<file path="src/include/rtu_crc_pkg.sv">
// Shared constants and types of the RTU frame checksum engine
package rtu_crc_pkg;

  // Accumulator geometry and fixed values
  localparam int CRC_WIDTH = 16;
  localparam logic [15:0] CRC_INIT = 16'hffff;
  localparam logic [15:0] CRC_POLY = 16'ha001;
  localparam int BYTE_WIDTH = 8;
  localparam logic [2:0] SHIFT_FIRST = 3'h0;
  localparam logic [2:0] SHIFT_LAST = 3'h7;

  // Field positions of the checksum bytes
  localparam int LO_BYTE_LSB = 0;
  localparam int HI_BYTE_LSB = 8;

  // One byte offered to the engine
  typedef struct packed {
    logic [7:0] data;
    logic is_crc;
  } byte_in_type;

  // Engine sequencing
  typedef enum logic [1:0] {
    st_idle,
    st_shift,
    st_emit_lo,
    st_emit_hi
  } state_type;

endpackage
</file>
<file path="src/core/crc16_shift_step.sv">
// One conditional shift step of the reflected 16-bit checksum
`timescale 1ns/1ps

module crc16_shift_step #(
  parameter logic [15:0] POLY = rtu_crc_pkg::CRC_POLY
) (
  // Accumulator before and after the step
  input wire logic [15:0] i_crc,
  output logic [15:0] o_crc
);

  // Shift toward the LSB with zero into the MSB, fold in the polynomial on a one out
  always_comb begin
    o_crc = {1'b0, i_crc[15:1]} ^ (i_crc[0] ? POLY : 16'h0000);
  end

endmodule

</file>
<file path="src/core/rtu_frame_crc16_engine.sv">
// Checksum generator and checker for RTU frames, byte at a time, bit-serial
`timescale 1ns/1ps

module rtu_frame_crc16_engine (
  // Clock and reset
  input wire logic i_clk,
  input wire logic i_resetn,
  // Frame control
  input wire logic i_restart,
  input wire logic i_append,
  // Byte input
  input wire logic i_byte_valid,
  input wire rtu_crc_pkg::byte_in_type i_byte,
  // Checksum byte output toward the transmitter
  input wire logic i_tx_ready,
  output logic o_tx_valid,
  output logic [7:0] o_tx_data,
  // Engine status
  output logic o_byte_ready,
  output logic o_byte_done,
  output logic [15:0] o_crc,
  output logic o_check_done,
  output logic o_crc_error,
  output logic o_frame_discard
);

  rtu_crc_pkg::state_type state_reg;
  rtu_crc_pkg::state_type state_next;
  logic [15:0] crc_reg;
  logic [15:0] crc_next;
  logic [15:0] crc_stepped;
  logic [2:0] cnt_reg;
  logic [2:0] cnt_next;
  logic chk_hi_reg;
  logic chk_hi_next;
  logic lo_bad_reg;
  logic lo_bad_next;
  logic err_reg;
  logic err_next;
  logic ready_reg;
  logic ready_next;
  logic done_reg;
  logic done_next;
  logic chk_done_reg;
  logic chk_done_next;
  logic discard_reg;
  logic discard_next;
  logic tx_valid_reg;
  logic tx_valid_next;
  logic [7:0] tx_data_reg;
  logic [7:0] tx_data_next;
  logic take_byte;
  logic hi_bad;

  // Single shift step of the accumulator
  crc16_shift_step #(
    .POLY(rtu_crc_pkg::CRC_POLY)
  ) u_step (
    .i_crc(crc_reg),
    .o_crc(crc_stepped)
  );

  // A byte is taken only while idle and ready, so shifting is never cut short
  assign take_byte = i_byte_valid && ready_reg && (state_reg == rtu_crc_pkg::st_idle);
  assign hi_bad = i_byte.data != crc_reg[rtu_crc_pkg::HI_BYTE_LSB +: 8];

  // Next state of the engine
  always_comb begin
    state_next = state_reg;
    crc_next = crc_reg;
    cnt_next = cnt_reg;
    chk_hi_next = chk_hi_reg;
    lo_bad_next = lo_bad_reg;
    err_next = err_reg;
    done_next = 1'b0;
    chk_done_next = 1'b0;
    discard_next = 1'b0;
    tx_valid_next = tx_valid_reg;
    tx_data_next = tx_data_reg;
    if (i_restart) begin
      state_next = rtu_crc_pkg::st_idle;
      crc_next = rtu_crc_pkg::CRC_INIT;
      cnt_next = rtu_crc_pkg::SHIFT_FIRST;
      chk_hi_next = 1'b0;
      lo_bad_next = 1'b0;
      err_next = 1'b0;
      tx_valid_next = 1'b0;
    end else begin
      case (state_reg)
        rtu_crc_pkg::st_idle: begin
          if (take_byte && !i_byte.is_crc) begin
            // Message byte joins the low half, then eight steps follow
            crc_next = crc_reg ^ {8'h00, i_byte.data};
            cnt_next = rtu_crc_pkg::SHIFT_FIRST;
            state_next = rtu_crc_pkg::st_shift;
          end else if (take_byte && !chk_hi_reg) begin
            // Received low checksum byte, compared but not accumulated
            lo_bad_next = i_byte.data != crc_reg[rtu_crc_pkg::LO_BYTE_LSB +: 8];
            chk_hi_next = 1'b1;
          end else if (take_byte) begin
            // Received high checksum byte closes the comparison
            err_next = lo_bad_reg || hi_bad;
            discard_next = lo_bad_reg || hi_bad;
            chk_done_next = 1'b1;
            chk_hi_next = 1'b0;
            lo_bad_next = 1'b0;
          end else if (i_append) begin
            // Own result goes out unchanged, low byte first
            tx_valid_next = 1'b1;
            tx_data_next = crc_reg[rtu_crc_pkg::LO_BYTE_LSB +: 8];
            state_next = rtu_crc_pkg::st_emit_lo;
          end
        end
        rtu_crc_pkg::st_shift: begin
          crc_next = crc_stepped;
          cnt_next = cnt_reg + 3'h1;
          if (cnt_reg == rtu_crc_pkg::SHIFT_LAST) begin
            done_next = 1'b1;
            state_next = rtu_crc_pkg::st_idle;
          end
        end
        rtu_crc_pkg::st_emit_lo: begin
          if (i_tx_ready) begin
            tx_data_next = crc_reg[rtu_crc_pkg::HI_BYTE_LSB +: 8];
            state_next = rtu_crc_pkg::st_emit_hi;
          end
        end
        rtu_crc_pkg::st_emit_hi: begin
          if (i_tx_ready) begin
            tx_valid_next = 1'b0;
            state_next = rtu_crc_pkg::st_idle;
          end
        end
        default: begin
          state_next = rtu_crc_pkg::st_idle;
        end
      endcase
    end
    // Parity plays no part anywhere in the accumulation
    ready_next = (state_next == rtu_crc_pkg::st_idle) && !i_append;
  end

  // State registers
  always_ff @(posedge i_clk) begin
    if (!i_resetn) begin
      state_reg <= rtu_crc_pkg::st_idle;
      crc_reg <= rtu_crc_pkg::CRC_INIT;
      cnt_reg <= rtu_crc_pkg::SHIFT_FIRST;
      chk_hi_reg <= 1'b0;
      lo_bad_reg <= 1'b0;
      err_reg <= 1'b0;
      ready_reg <= 1'b0;
      done_reg <= 1'b0;
      chk_done_reg <= 1'b0;
      discard_reg <= 1'b0;
      tx_valid_reg <= 1'b0;
      tx_data_reg <= 8'h00;
    end else begin
      state_reg <= state_next;
      crc_reg <= crc_next;
      cnt_reg <= cnt_next;
      chk_hi_reg <= chk_hi_next;
      lo_bad_reg <= lo_bad_next;
      err_reg <= err_next;
      ready_reg <= ready_next;
      done_reg <= done_next;
      chk_done_reg <= chk_done_next;
      discard_reg <= discard_next;
      tx_valid_reg <= tx_valid_next;
      tx_data_reg <= tx_data_next;
    end
  end

  // Outputs straight from registers
  assign o_tx_valid = tx_valid_reg;
  assign o_tx_data = tx_data_reg;
  assign o_byte_ready = ready_reg;
  assign o_byte_done = done_reg;
  assign o_crc = crc_reg;
  assign o_check_done = chk_done_reg;
  assign o_crc_error = err_reg;
  assign o_frame_discard = discard_reg;
endmodule

</file>
<file path="config.mk">
export PLATFORM = sky130hd
export DESIGN_NAME = rtu_frame_crc16_engine
export DESIGN_NICKNAME = d
export VERILOG_FILES = /design/src/include/rtu_crc_pkg.sv /design/src/core/crc16_shift_step.sv /design/src/core/rtu_frame_crc16_engine.sv
export SDC_FILE = /design/constraint.sdc
export NUM_CORES = 1
export LEC_CHECK = 0
export BUFFER_PORTS_ARGS = -buffer_cell sky130_fd_sc_hd__buf_2
export CORE_MARGIN = 2
export CORE_UTILIZATION = 55
export DETAILED_ROUTE_END_ITERATION = 10
export PLACE_DENSITY = 0.82
export SLEW_MARGIN = 15
export SYNTH_ARGS = -nofsm -noshare
export SYNTH_HDL_FRONTEND = slang
export SYNTH_SLANG_ARGS = --single-unit
</file>
<file path="constraint.sdc">
create_clock -name i_clk -period 2.2 [get_ports i_clk]
set_input_delay 0.55 -clock i_clk [delete_from_list [all_inputs] [get_ports i_clk]]
set_output_delay 0.55 -clock i_clk [all_outputs]
set_load 0.02 [all_outputs]
</file>
Word level (Yosys, flattened, before mapping)
Index checks and enable logic that the tools add are counted.
{"block": "word_totals", "regBits": 37, "in_bits": 15, "output_inout_bits": 30, "elab_cells": 90}
{"block": "classes", "n_addsub": 1, "eq_ne": 13, "mux": 31, "n_bitwise": 9, "reduce_logical": 24}
{"op": "8-bit two-way mux", "n": 5}
{"op": "16-bit two-way mux", "n": 2}
{"op": "16-bit one-hot mux with 2 select lines", "n": 1}
{"op": "2-bit two-way mux", "n": 8}
{"op": "8-bit inequality test", "n": 2}
{"op": "8-bit one-hot mux with 2 select lines", "n": 1}
{"op": "15-bit by 16-bit bitwise XOR with 16-bit output", "n": 1}
{"op": "16-bit by 8-bit bitwise XOR with 16-bit output", "n": 1}
{"op": "2-bit inequality test, second input constant", "n": 6}
{"op": "1-bit two-way mux", "n": 10}
{"op": "2-bit one-hot mux with 4 select lines", "n": 1}
{"op": "2-bit nonzero test", "n": 4}
{"op": "1-bit inverter", "n": 7}
{"op": "7-bit AND reduction", "n": 1}
{"op": "3-bit one-hot mux with 2 select lines", "n": 1}
{"op": "6-bit AND reduction", "n": 1}
{"op": "6-bit OR reduction", "n": 1}
{"op": "1-bit logical AND", "n": 5}
{"op": "5-bit OR reduction", "n": 1}
{"op": "2-bit equality test, second input constant", "n": 2}
{"op": "2-bit logical NOT", "n": 2}
{"op": "4-bit AND reduction", "n": 1}
{"op": "3-bit by 1-bit adder with 3-bit output, second input constant", "n": 1}
{"op": "3-bit equality test, second input constant", "n": 1}
{"op": "10 further kinds", "n": 12}

Depth between registers and ports, before layout
Gate-level depths: netlist of the first run.
{"block": "depth", "depth_word": 9, "mapped_depth": 7, "depth_no_buf": 6}

Hierarchy
A second synthesis of the first run with hierarchy kept.
{"block": "hier_totals", "hier_cells": 221, "area_unflattened_um2": 1975.6}
{"module": "rtu_frame_crc16_engine", "n_inst": 1, "cells_each": 205, "area_per_inst_um2": 1853.0, "seq_area_each_um2": 740.7}
{"module": "crc16_shift_step", "n_inst": 1, "cells_each": 16, "area_per_inst_um2": 122.6, "seq_area_each_um2": 0.0}

Worst setup path before layout of the first run
Ideal clock, no wire load.
{"block": "synth_path", "path_kind": "input -> register", "start": "input port i_append", "end": "register tx_data_reg[0], in the netlist o_tx_data[0]", "setup_ns": 0.116, "t_arrival_ns": 1.482, "path_slack_ns": 0.602, "stages": 6, "n_path_buf": 2, "cell_sequence": "a21boi_1 -> a21bo_2 -> buf_6 -> and2_4 -> buf_6 -> o211a_1"}
{"block": "synth_between", "elab_chain_len": 2}
{"element": "from (decl)", "line_no": "rtu_frame_crc16_engine.sv:10", "source": "input wire logic i_append,"}
{"element": "2-bit inequality test (no source line)"}
{"element": "7-bit AND reduction (no source line)"}
{"element": "to (signal assigned)", "line_no": "rtu_frame_crc16_engine.sv:170", "source": "tx_data_reg <= tx_data_next;"}
{"element": "to (decl)", "line_no": "rtu_frame_crc16_engine.sv:50", "source": "logic [7:0] tx_data_reg;"}
Every way passes these cells.
A chain may end at the register's enable or synchronous reset.

Worst setup path in the final report of the first run
{"block": "layout_path", "start": "register state_reg[0]", "end": "register crc_reg[2], in the netlist o_crc[2]"}
{"block": "layout_between", "elab_chain_len": 5, "word_cells_on_any_way": 8, "cone_classes": "eq/ne (2); mux (1); reduce/logical (5)"}
{"element": "from (decl)", "line_no": "rtu_frame_crc16_engine.sv:27", "source": "rtu_crc_pkg::state_type state_reg;"}
{"element": "from (signal assigned)", "line_no": "rtu_frame_crc16_engine.sv:146", "source": "state_reg <= rtu_crc_pkg::st_idle;"}
{"element": "from (signal assigned)", "line_no": "rtu_frame_crc16_engine.sv:159", "source": "state_reg <= state_next;"}
{"element": "2-bit logical NOT", "line_no": "rtu_frame_crc16_engine.sv:64, rtu_frame_crc16_engine.sv:89"}
{"element": "1-bit logical AND", "line_no": "rtu_frame_crc16_engine.sv:64", "source": "assign take_byte = i_byte_valid && ready_reg && (state_reg == rtu_crc_pkg::st_idle);"}
{"element": "1-bit logical AND", "line_no": "rtu_frame_crc16_engine.sv:91", "source": "if (take_byte && !i_byte.is_crc) begin"}
{"element": "2-bit by 1-bit inequality test with 1-bit output (no source line)"}
{"element": "2-bit AND reduction (no source line)"}
{"element": "to (signal assigned)", "line_no": "rtu_frame_crc16_engine.sv:147", "source": "crc_reg <= rtu_crc_pkg::CRC_INIT;"}
{"element": "to (signal assigned)", "line_no": "rtu_frame_crc16_engine.sv:160", "source": "crc_reg <= crc_next;"}
{"element": "to (decl)", "line_no": "rtu_frame_crc16_engine.sv:29", "source": "logic [15:0] crc_reg;"}
Several ways; a longest one is shown, not always the timed one.

==> flow_summary_export.csv, run 1 <==
group,metric,value,unit
run_status,run_status,"finished clean",
clock_tree,cts_setup_buffers,0,
floorplan,io_pins,45,
routing,routed_wl,4.20,mm
worst_hold_path,min-delay-start,"i_append",
setup_path,rr_endpoint,"o_crc[2]",
final_layout,n_fill_cell,315,
setup_path,ff2ff_path_depth,4,
power_and_ir_drop,powerDensity,590,mW/mm2
timing,relSlewSlack,0.682,
yosys,synth_flop_cell,"dfxtp_1",
yosys,synth-edff-count,0,
yosys,yosysSeqAreaShare,0.392,
yosys,synth_mux_area_frac,0.0477,
worst_hold_path,worstHoldPathCells,2,
power_and_ir_drop,ir_worst_vdd,0.000328,V
final_layout,drive_gt1_frac,0.263,
timing,setup_viol,0,
power_and_ir_drop,p_leak,0.947,nW
final_layout,antenna_cells,0,
timing,hold_violations,0,
timing,worst_pin_slew,0.477,ns
yosys,ys_types,42,
global_routing,antenna_found_initial,0,
setup_path,criticalPathCategory,"reg -> reg",
yosys,yosys_warnings,0,
yosys,synth_top_family_by_area,"simple AND/OR/NAND/NOR gates",
yosys,synthArstFlopShare,0,
yosys,synth_simple_gate_area_share,0.275,
setup_path,crit_arrival,2.00,ns
final_layout,multi_input_area,0.00105,mm2
setup_path,reg2reg_slack,0.46,ns
setup_path,cp-start-kind,"flop",
clock_tree,clock_sinks,37,
clock_tree,clk_latency,0.34,ns
routing,drc,0,
global_routing,grt_overflow,0,
setup_path,endpoint_kind,"flop",
routing,wire_per_inst,14.2,um
clock_tree,path_clk_slew,0.11,ns
flow_run,maxCapViolCount,0,
timing,layout_min_cycle_time,1.74,ns
final_layout,fin_nets,267,
timing,fmax,576,MHz
worst_hold_path,hold_path_class,"in -> reg",
clock_tree,tritoncts,"done",
routing,routed_via_density,5.65,
yosys,netlist_instances,208,
yosys,synthAdderAreaFrac,0.0132,
clock_tree,htree_levels,2,
routing,drt_iter0_drc,67,
worst_hold_path,worstHoldEndpoint,"o_byte_ready",
timing,fin_skew,0.00913,ns
floorplan,dieArea,0.00392,mm2
floorplan,core_area,0.00331,mm2
final_layout,finish.utilization,0.657,
yosys,avgSynthCellArea,9.09,um2
setup_path,reg2reg_from,"state_reg[0]",
yosys,syn_area,0.00189,mm2
final_layout,seqCellArea,741,um2
yosys,synth_seq_cells,37,
global_routing,grt_pass1_wl,7.20,mm
setup_path,required,2.47,ns
floorplan,dieWidth,62.6,um
routing,routed-via-count,1678,
clock_tree,root_buffer,"clkbuf_4",
placement,hpwl,3.14,mm
setup_path,cp_max_fo,14,
timing,finalCritPeriodShare,0.789,
clock_tree,clockBufferDepth,2,
timing,slew_viol_final,0,
global_routing,grtUsageTotal,0.229,
placement,io_buffers,44,
yosys,synth_compound_area_frac,0.134,
placement,gp_congestion,0.824,
timing,grt_setup_unrepaired,"no",
clock_tree,cts_made_buffers,5,
global_routing,grt_start_max_net_pins,15,
yosys,synth_xor_area_frac,0.0880,
clock_tree,post_cts_resized,0,
final_layout,largest_reg_flops,16,
routing,ant_nets,0,
global_routing,grt_pass1_vias,1571,
yosys,syn_nets,225,
floorplan,die_y,62.6,um
routing,drt_first_pass_iters,4,
timing,tns,0,ns
final_layout,area_delta_synth_final,15.1,%
clock_tree,cts_hold_buf,0,
floorplan,start_util,0.571,
floorplan,core.rowCount,21,
-- cell usage after synthesis (2+ instances only) --
cell / instances / share of area
dfxtp_1: 37 / 0.39
nand2_1: 27 / 0.054
nand3_1: 20 / 0.053
nor2_1: 11 / 0.022
xor2_1: 10 / 0.046
mux2i_1: 9 / 0.048
xnor2_1: 9 / 0.042
o211a_1: 8 / 0.042
a211oi_1: 7 / 0.028
a21oi_1: 6 / 0.016
and4_1: 6 / 0.028
nor3_2: 6 / 0.032
buf_2: 4 / 0.011
nand2b_1: 4 / 0.013
and2_1: 3 / 0.0099
buf_6: 3 / 0.018
inv_1: 3 / 0.0060
nor2b_1: 3 / 0.0099
nor4_1: 3 / 0.0099
a31oi_1: 2 / 0.0066
and2_4: 2 / 0.0093
clkbuf_1: 2 / 0.0040
ha_1: 2 / 0.013
nand4_1: 2 / 0.0066
o21ai_0: 2 / 0.0053
-- worst max-delay path by stage --
stage                 start      endpoint  slack (ns)  cells after the start
2_1_floorplan      i_append  o_tx_data[0]        0.60                      6
3_3_place_gp       i_resetn      o_crc[3]        0.47                      6
3_5_place_dp       i_resetn      o_crc[5]        0.43                      5
4_1_cts        state_reg[0]      o_crc[2]        0.48                      4
5_1_grt        state_reg[0]      o_crc[4]        0.33                      4
6_report       state_reg[0]      o_crc[2]        0.46                      4
-- where the power goes --
part	internal, mW	switching, mW
Combinational	0.0691	0.101
Clock	0.185	0.223
Sequential	0.690	0.0173
Total	0.944	0.341
-- final cells by class --
cell class / count / area share
Clock inverter: 1 / 0.00230
Timing Repair Buffer: 47 / 0.112
Inverter: 3 / 0.00518
Tap cell: 46 / 0.0265
Clock buffer: 7 / 0.0299
Sequential cell: 37 / 0.340
Multi-Input combinational cell: 156 / 0.484
-- critical path: stages (launching register included) --
cell,delay (ns)
dfxtp_1,0.56
and2b_1,0.49
nor2_1,0.21
and4_1,0.26
nor3_2,0.15
-- layout by cell type, fill, tap and decap left out, types with 2 or more instances in the layout --
cell type and count:
nand4_1 2, xnor2_1 9, and2_4 2, nor2_1 11
mux2i_1 9, ha_1 2, and2_1 3, nand2_1 27
inv_1 3, dfxtp_1 37, a211oi_1 7, buf_4 3
nor4_1 3, o211a_1 8, clkbuf_8 2, buf_2 44
nand3_1 20, a31oi_1 2, a21oi_1 6, nand2b_1 4
o21ai_0 2, and4_1 6, xor2_1 10, nor3_2 6
clkbuf_4 5, nor2b_1 3
-- per-layer routing --
metal	track usage	vias up	wire length, um	share of wire
met1	0.301	805	2000	0.48
met5	0	-	0	0
met2	0.363	39	1980	0.47
met3	0.0450	5	175	0.042
met4	0.106	0	42	0.010
li1	-	829	-	-
-- kinds of logic (layout without fill, tap and decap cells) --
group                    after synthesis  after routing
XOR/XNOR                              19             19
buffers and inverters                 15             58
flip-flops                            37             37
adder cells (fa/ha/maj)                2              2
AND/OR/NAND/NOR                       93             93
multiplexers                           9              9
AO/OA/AOI/OAI                         33             33
-- stage by stage --
stage	total power, mW	hold WS [ns]	instance area, um2	cells	setup slack, ns
floorplan	0.840	0.431	1890	208	0.602
global placement	0.888	0.445	2110	289	0.470
detailed placement	0.891	0.445	2110	289	0.433
CTS	1.29	0.368	2180	297	0.478
global route	1.35	0.362	2180	297	0.329
finish	1.28	0.372	2180	297	0.464
No activity file was read; power rests on OpenSTA's default activity.
==> run 2: changes to the inputs <==
--- a/config.mk
+++ b/config.mk
@@ -5,11 +5,12 @@
 export SDC_FILE = /design/constraint.sdc
 export NUM_CORES = 1
 export LEC_CHECK = 0
+export ABC_AREA = 1
 export BUFFER_PORTS_ARGS = -buffer_cell sky130_fd_sc_hd__buf_2
 export CORE_MARGIN = 2
-export CORE_UTILIZATION = 55
+export CORE_UTILIZATION = 48
 export DETAILED_ROUTE_END_ITERATION = 10
-export PLACE_DENSITY = 0.82
+export PLACE_DENSITY = 0.75
 export SLEW_MARGIN = 15
 export SYNTH_ARGS = -nofsm -noshare
 export SYNTH_HDL_FRONTEND = slang
==> constraint.sdc (replaced) <==
create_clock -name i_clk -period 1.55 [get_ports i_clk]
set_input_delay 0.3875 -clock i_clk [delete_from_list [all_inputs] [get_ports i_clk]]
set_output_delay 0.3875 -clock i_clk [all_outputs]
set_load 0.02 [all_outputs]
==> flow_summary_export.csv, run 2 <==
group,metric,value,unit
final_layout,layout_common_cells,"nand2_1 (101), buf_2 (44), inv_1 (43)",
timing,grt_setup_unrepaired,"no",
yosys,yosysSeqAreaShare,0.391,
yosys,yosys.area.top_type_share,0.391,
power_and_ir_drop,ir_worst_vdd,0.000702,V
routing,wl_met3,244,um
timing,relSlewSlack,0.756,
yosys,synth_xor_area_frac,0.00463,
timing,finalCritPeriodShare,0.891,
yosys,yosys-top-cells-area,"dfxtp_1 (39%), nand2_1 (20%), inv_1 (8.5%)",
worst_hold_path,worstHoldEndpoint,"state_reg[0]",
routing,routed_via_density,4.91,
global_routing,grt_pass1_vias,1711,
clock_tree,post_cts_resized,0,
setup_path,slowest_stage,"dfxtp_1",
setup_path,criticalPathCategory,"reg -> out",
setup_path,cpPeakStageDelay,0.48,ns
global_routing,antenna_found_initial,0,
routing,routed-via-count,1920,
yosys,synth_simple_gate_area_share,0.355,
setup_path,startpoint,"o_crc[0]",
global_routing,grtUsageTotal,0.236,
yosys,synth_flop_cell,"dfxtp_1",
yosys,netlist_instances,292,
routing,wire_per_inst,11.8,um
floorplan,dieArea,0.00446,mm2
timing,whs,0.343,ns
setup_path,required,1.16,ns
timing,setup_viol,0,
yosys,synthAdderAreaFrac,0.0132,
power_and_ir_drop,p_leak,1.33,nW
placement,io_buffers,44,
setup_path,ff2ff_path_depth,6,
clock_tree,path_clk_slew,0.08,ns
routing,top_layer,"met4",
final_layout,area_delta_synth_final,21.2,%
setup_path,crit_arrival,0.99,ns
timing,slew_viol_final,0,
setup_path,cp_max_fo,7,
setup_path,crit_buf_inv,1,
worst_hold_path,min-delay-start,"i_resetn",
routing,drt_iter0_drc,118,
clock_tree,clockBufferDepth,2,
power_and_ir_drop,p_seq_frac,0.460,
setup_path,cp-start-kind,"flop",
floorplan,dieWidth,66.8,um
global_routing,grt_start_max_net_pins,17,
clock_tree,root_buffer,"clkbuf_8",
yosys,synth-edff-count,0,
yosys,synthArstFlopShare,0,
routing,met1_length,2.16,mm
setup_path,rr_endpoint,"cnt_reg[0]",
timing,layout_min_cycle_time,1.38,ns
final_layout,drive_gt1_frac,0.198,
timing,fin_skew,0.00850,ns
global_routing,grt_pass1_wl,7.78,mm
yosys,avgSynthCellArea,6.48,um2
power_and_ir_drop,p_int,1.62,mW
timing,layout_setup_ws,0.168,ns
yosys,synth_top_family_by_area,"simple AND/OR/NAND/NOR gates",
yosys,synth_top_area_cell,"dfxtp_1",
timing,worst_pin_slew,0.366,ns
floorplan,io_pins,45,
yosys,syn_nets,309,
yosys,synth_most_common_cell,"nand2_1",
yosys,yosys_warnings,0,
routing,dr_wl_met2,2.16,mm
flow_run,maxCapViolCount,0,
yosys,synthTopCellsByCount,"nand2_1 (101), inv_1 (43), dfxtp_1 (37), nor2_1 (30), nand3_1 (14)",
placement,pre_cts_ws,0.163,ns
clock_tree,htree_levels,2,
floorplan,core_area,0.00372,mm2
yosys,synth_compound_area_frac,0.117,
power_and_ir_drop,p_comb_frac,0.144,
yosys,ys_types,25,
power_and_ir_drop,switching_share,0.264,
yosys,synth_mux_area_frac,0,
placement,hpwl,3.50,mm
placement,gp_congestion,0.868,
timing,tns,0,ns
floorplan,start_util,0.509,
setup_path,cp_top_family,"flip-flops",
worst_hold_path,hold_path_class,"in -> reg",
setup_path,reg2reg_from,"state_reg[1]",
clock_tree,tritoncts,"done",
final_layout,antenna_cells,0,
power_and_ir_drop,pwr-share-clk,0.396,
final_layout,n_fill_cell,366,
routing,drc,0,
setup_path,timing.critical_path.cells,"buf_2",
timing,fmax,724,MHz
yosys,syn_area,0.00189,mm2
clock_tree,cts_setup_buffers,0,
clock_tree,clock_sinks,37,
floorplan,die_y,66.8,um
final_layout,fin_nets,359,
final_layout,layout_commonest_cell,"nand2_1",
clock_tree,cts_made_buffers,5,
routing,drt_first_pass_iters,4,
floorplan,core.rowCount,22,
clock_tree,clk_latency,0.30,ns
power_and_ir_drop,switchingPower,0.581,mW
clock_tree,cts_hold_buf,0,
timing,hold_violations,0,
run_status,run_status,"finished clean",
setup_path,reg2reg_slack,0.18,ns
final_layout,largest_reg_flops,16,
power_and_ir_drop,powerDensity,960,mW/mm2
yosys,synth_seq_cells,37,
worst_hold_path,worstHoldPathCells,3,
routing,routed_wl,4.61,mm
routing,ant_nets,0,
global_routing,grt_overflow,0,
setup_path,endpoint_kind,"primary output",
## run 2: cell types whose count changed in the layout (fill, tap and decap cells not counted), moves of 6 or more
| cell | change |
|---|---|
| mux2i_1 | -9 |
| o21ai_0 | +11 |
| xor2_1 | -10 |
| nor3_2 | -6 |
| o211a_1 | -8 |
| nor2_1 | +19 |
| o211ai_1 | +9 |
| xnor2_1 | -8 |
| nand2_1 | +74 |
| nand3_1 | -6 |
| and4_1 | -6 |
| inv_1 | +40 |
| a211oi_1 | -7 |
## run 2: worst max path at each step
stage / endpoint / cells after the start
floorplan: o_crc[3] / 9
global placement: o_tx_data[4] / 7
detailed placement: o_tx_data[0] / 7
CTS: o_crc[11] / 1
global route: cnt_reg[0] / 6
finish: o_crc[0] / 1
## run 2: power by group through the flow
stage	combinational, mW	sequential [mW]	clock, mW
2_1_floorplan	0.184	1.07	0
3_3_place_gp	0.312	1.03	0
6_report	0.318	1.01	0.871
3_5_place_dp	0.316	1.04	0
5_1_grt	0.362	1.02	0.924
4_1_cts	0.318	1.01	0.872
## run 2: logic make-up (layout without fill, tap and decap cells)
group | after synthesis | count (layout)
AO/OA/AOI/OAI | 38 | 38
XOR/XNOR | 1 | 1
adder cells (fa/ha/maj) | 2 | 2
buffers and inverters | 55 | 106
flip-flops | 37 | 37
AND/OR/NAND/NOR | 159 | 159
## run 2: area by class of cell
type	count	area [um2]	share of cell area
clock buffers	7	86.3	0.0376
clock inverters	1	30.0	0.0131
inverters	47	176	0.0769
multi-input cells	200	927	0.404
flip-flops and latches	37	741	0.323
well taps	48	60.1	0.0262
repair buffers	51	273	0.119
## run 2: metrics by stage
stage                      util  instances  instance area (um2)  power [mW]
after floorplan               -        292                 1890        1.25
after global placement    0.586        383                 2180        1.35
after detailed placement  0.586        383                 2180        1.35
after CTS                 0.617        391                 2290        2.20
after global routing      0.617        391                 2290        2.30
final                     0.617        391                 2290        2.20
## run 2: per-layer routing
layer | vias up | global-route usage
li1 | 1014 | -
met1 | 847 | 0.299
met2 | 54 | 0.386
met3 | 5 | 0.0422
met4 | 0 | 0.110
met5 | - | 0
==> run 3: changes to the inputs <==
--- a/config.mk
+++ b/config.mk
@@ -11,6 +11,7 @@
 export CORE_UTILIZATION = 48
 export DETAILED_ROUTE_END_ITERATION = 10
 export PLACE_DENSITY = 0.75
+export REMOVE_ABC_BUFFERS = 1
 export SLEW_MARGIN = 15
 export SYNTH_ARGS = -nofsm -noshare
 export SYNTH_HDL_FRONTEND = slang
==> flow_summary_export.csv, run 3 (same netlist as run 2, synthesis figures left out) <==
group,metric,value,unit
routing,wire_per_inst,11.8,um
clock_tree,tritoncts,"done",
power_and_ir_drop,ir_worst_vdd,0.000518,V
routing,routed_wl,4.61,mm
clock_tree,cts_setup_buffers,0,
timing,layout_setup_ws,0.173,ns
timing,worst_pin_slew,0.408,ns
global_routing,grt_overflow,0,
final_layout,largest_reg_flops,16,
timing,relSlewSlack,0.727,
routing,drc,0,
timing,fmax,726,MHz
floorplan,io_pins,45,
setup_path,cp-start-kind,"flop",
final_layout,layout_commonest_cell,"nand2_1",
global_routing,grt_pass1_vias,1686,
final_layout,fin_nets,359,
final_layout,seqCellArea,741,um2
timing,fin_skew,0.0116,ns
clock_tree,root_buffer,"clkbuf_8",
clock_tree,clk_latency,0.30,ns
setup_path,endpoint_kind,"primary output",
run_status,run_status,"finished clean",
placement,pre_cts_ws,0.168,ns
final_layout,antenna_cells,0,
setup_path,cp_top_family,"flip-flops",
final_layout,finish.utilization,0.607,
worst_hold_path,hold_path_class,"in -> reg",
floorplan,die_y,66.8,um
clock_tree,cts_hold_buf,0,
setup_path,timing.critical_path.cells,"buf_2",
clock_tree,post_cts_resized,0,
clock_tree,cts_made_buffers,5,
final_layout,layout_common_cells,"nand2_1 (101), buf_2 (44), inv_1 (43)",
setup_path,cp_max_fo,6,
placement,hpwl,3.44,mm
floorplan,core.rowCount,22,
clock_tree,htree_levels,2,
timing,layout_min_cycle_time,1.38,ns
setup_path,slowest_stage,"dfxtp_1",
final_layout,area_delta_synth_final,19.2,%
power_and_ir_drop,powerDensity,879,mW/mm2
global_routing,grt_start_max_net_pins,17,
flow_run,maxCapViolCount,0,
timing,hold_violations,0,
placement,gp_congestion,0.831,
setup_path,crit_arrival,0.99,ns
setup_path,criticalPathCategory,"reg -> out",
clock_tree,clock_sinks,37,
clock_tree,clockBufferDepth,2,
power_and_ir_drop,p_leak,1.31,nW
floorplan,start_util,0.509,
final_layout,multi_input_area,927,um2
setup_path,reg2reg_slack,0.20,ns
timing,setup_viol,0,
floorplan,core_area,0.00372,mm2
routing,drt_first_pass_iters,4,
placement,io_buffers,44,
global_routing,grtUsageTotal,0.230,
clock_tree,path_clk_slew,0.07,ns
timing,finalCritPeriodShare,0.889,
floorplan,dieArea,0.00446,mm2
global_routing,grt_pass1_wl,7.62,mm
floorplan,dieWidth,66.8,um
final_layout,n_fill_cell,362,
global_routing,antenna_found_initial,0,
setup_path,crit_buf_inv,1,
timing,slew_viol_final,0,
setup_path,cpPeakStageDelay,0.47,ns
routing,drt_iter0_drc,96,
routing,routed_via_density,4.84,
setup_path,required,1.16,ns
timing,grt_setup_unrepaired,"no",
final_layout,drive_gt1_frac,0.192,
routing,ant_nets,0,
routing,routed-via-count,1892,
[run 3: cell count changes in the layout (fill, tap and decap cells not counted)]
cell and change:
bufinv_16 -1, clkbuf_1 +2, clkbuf_8 -1
[run 3: power by group]
part	internal (mW)	switching (mW)	total [mW]
clock network	0.319	0.332	0.652
logic	0.110	0.211	0.321
registers	0.986	0.0258	1.01
[run 3: path summary, 6_finish.rpt]
check,startpoint,endpoint,cells after the start
min reg2reg,chk_hi_reg,chk_hi_reg,2
max,o_crc[14],o_crc[14],1
max reg2reg,state_reg[1],o_byte_ready,8
min,i_resetn,state_reg[0],3
[run 3: per-layer routing]
| metal | part of all wire | global-route usage | vias up |
|---|---|---|---|
| met1 | 0.49 | 0.300 | 823 |
| met4 | 0.018 | 0.0995 | 0 |
| met3 | 0.049 | 0.0574 | 9 |
| met5 | 0 | 0 | - |
| met2 | 0.44 | 0.360 | 51 |
| li1 | - | - | 1009 |
[run 3: area by class of cell]
| class | instances | area share |
|---|---|---|
| Multi-Input combinational cell | 200 | 0.411 |
| Sequential cell | 37 | 0.328 |
| Timing Repair Buffer | 51 | 0.121 |
| Inverter | 47 | 0.0782 |
| Clock buffer | 8 | 0.0355 |
| Tap cell | 48 | 0.0266 |
[run 3: stage by stage]
step	TNS (ns)	total power [mW]	area (um2)	hold slack, ns	cells
global placement	0	1.35	2180	0.451	383
floorplan	-0.154	1.24	1840	0.435	284
global route	0	2.09	2260	0.358	391
CTS	0	1.99	2260	0.349	391
finish	0	1.98	2260	0.351	391
detailed placement	0	1.35	2180	0.453	383
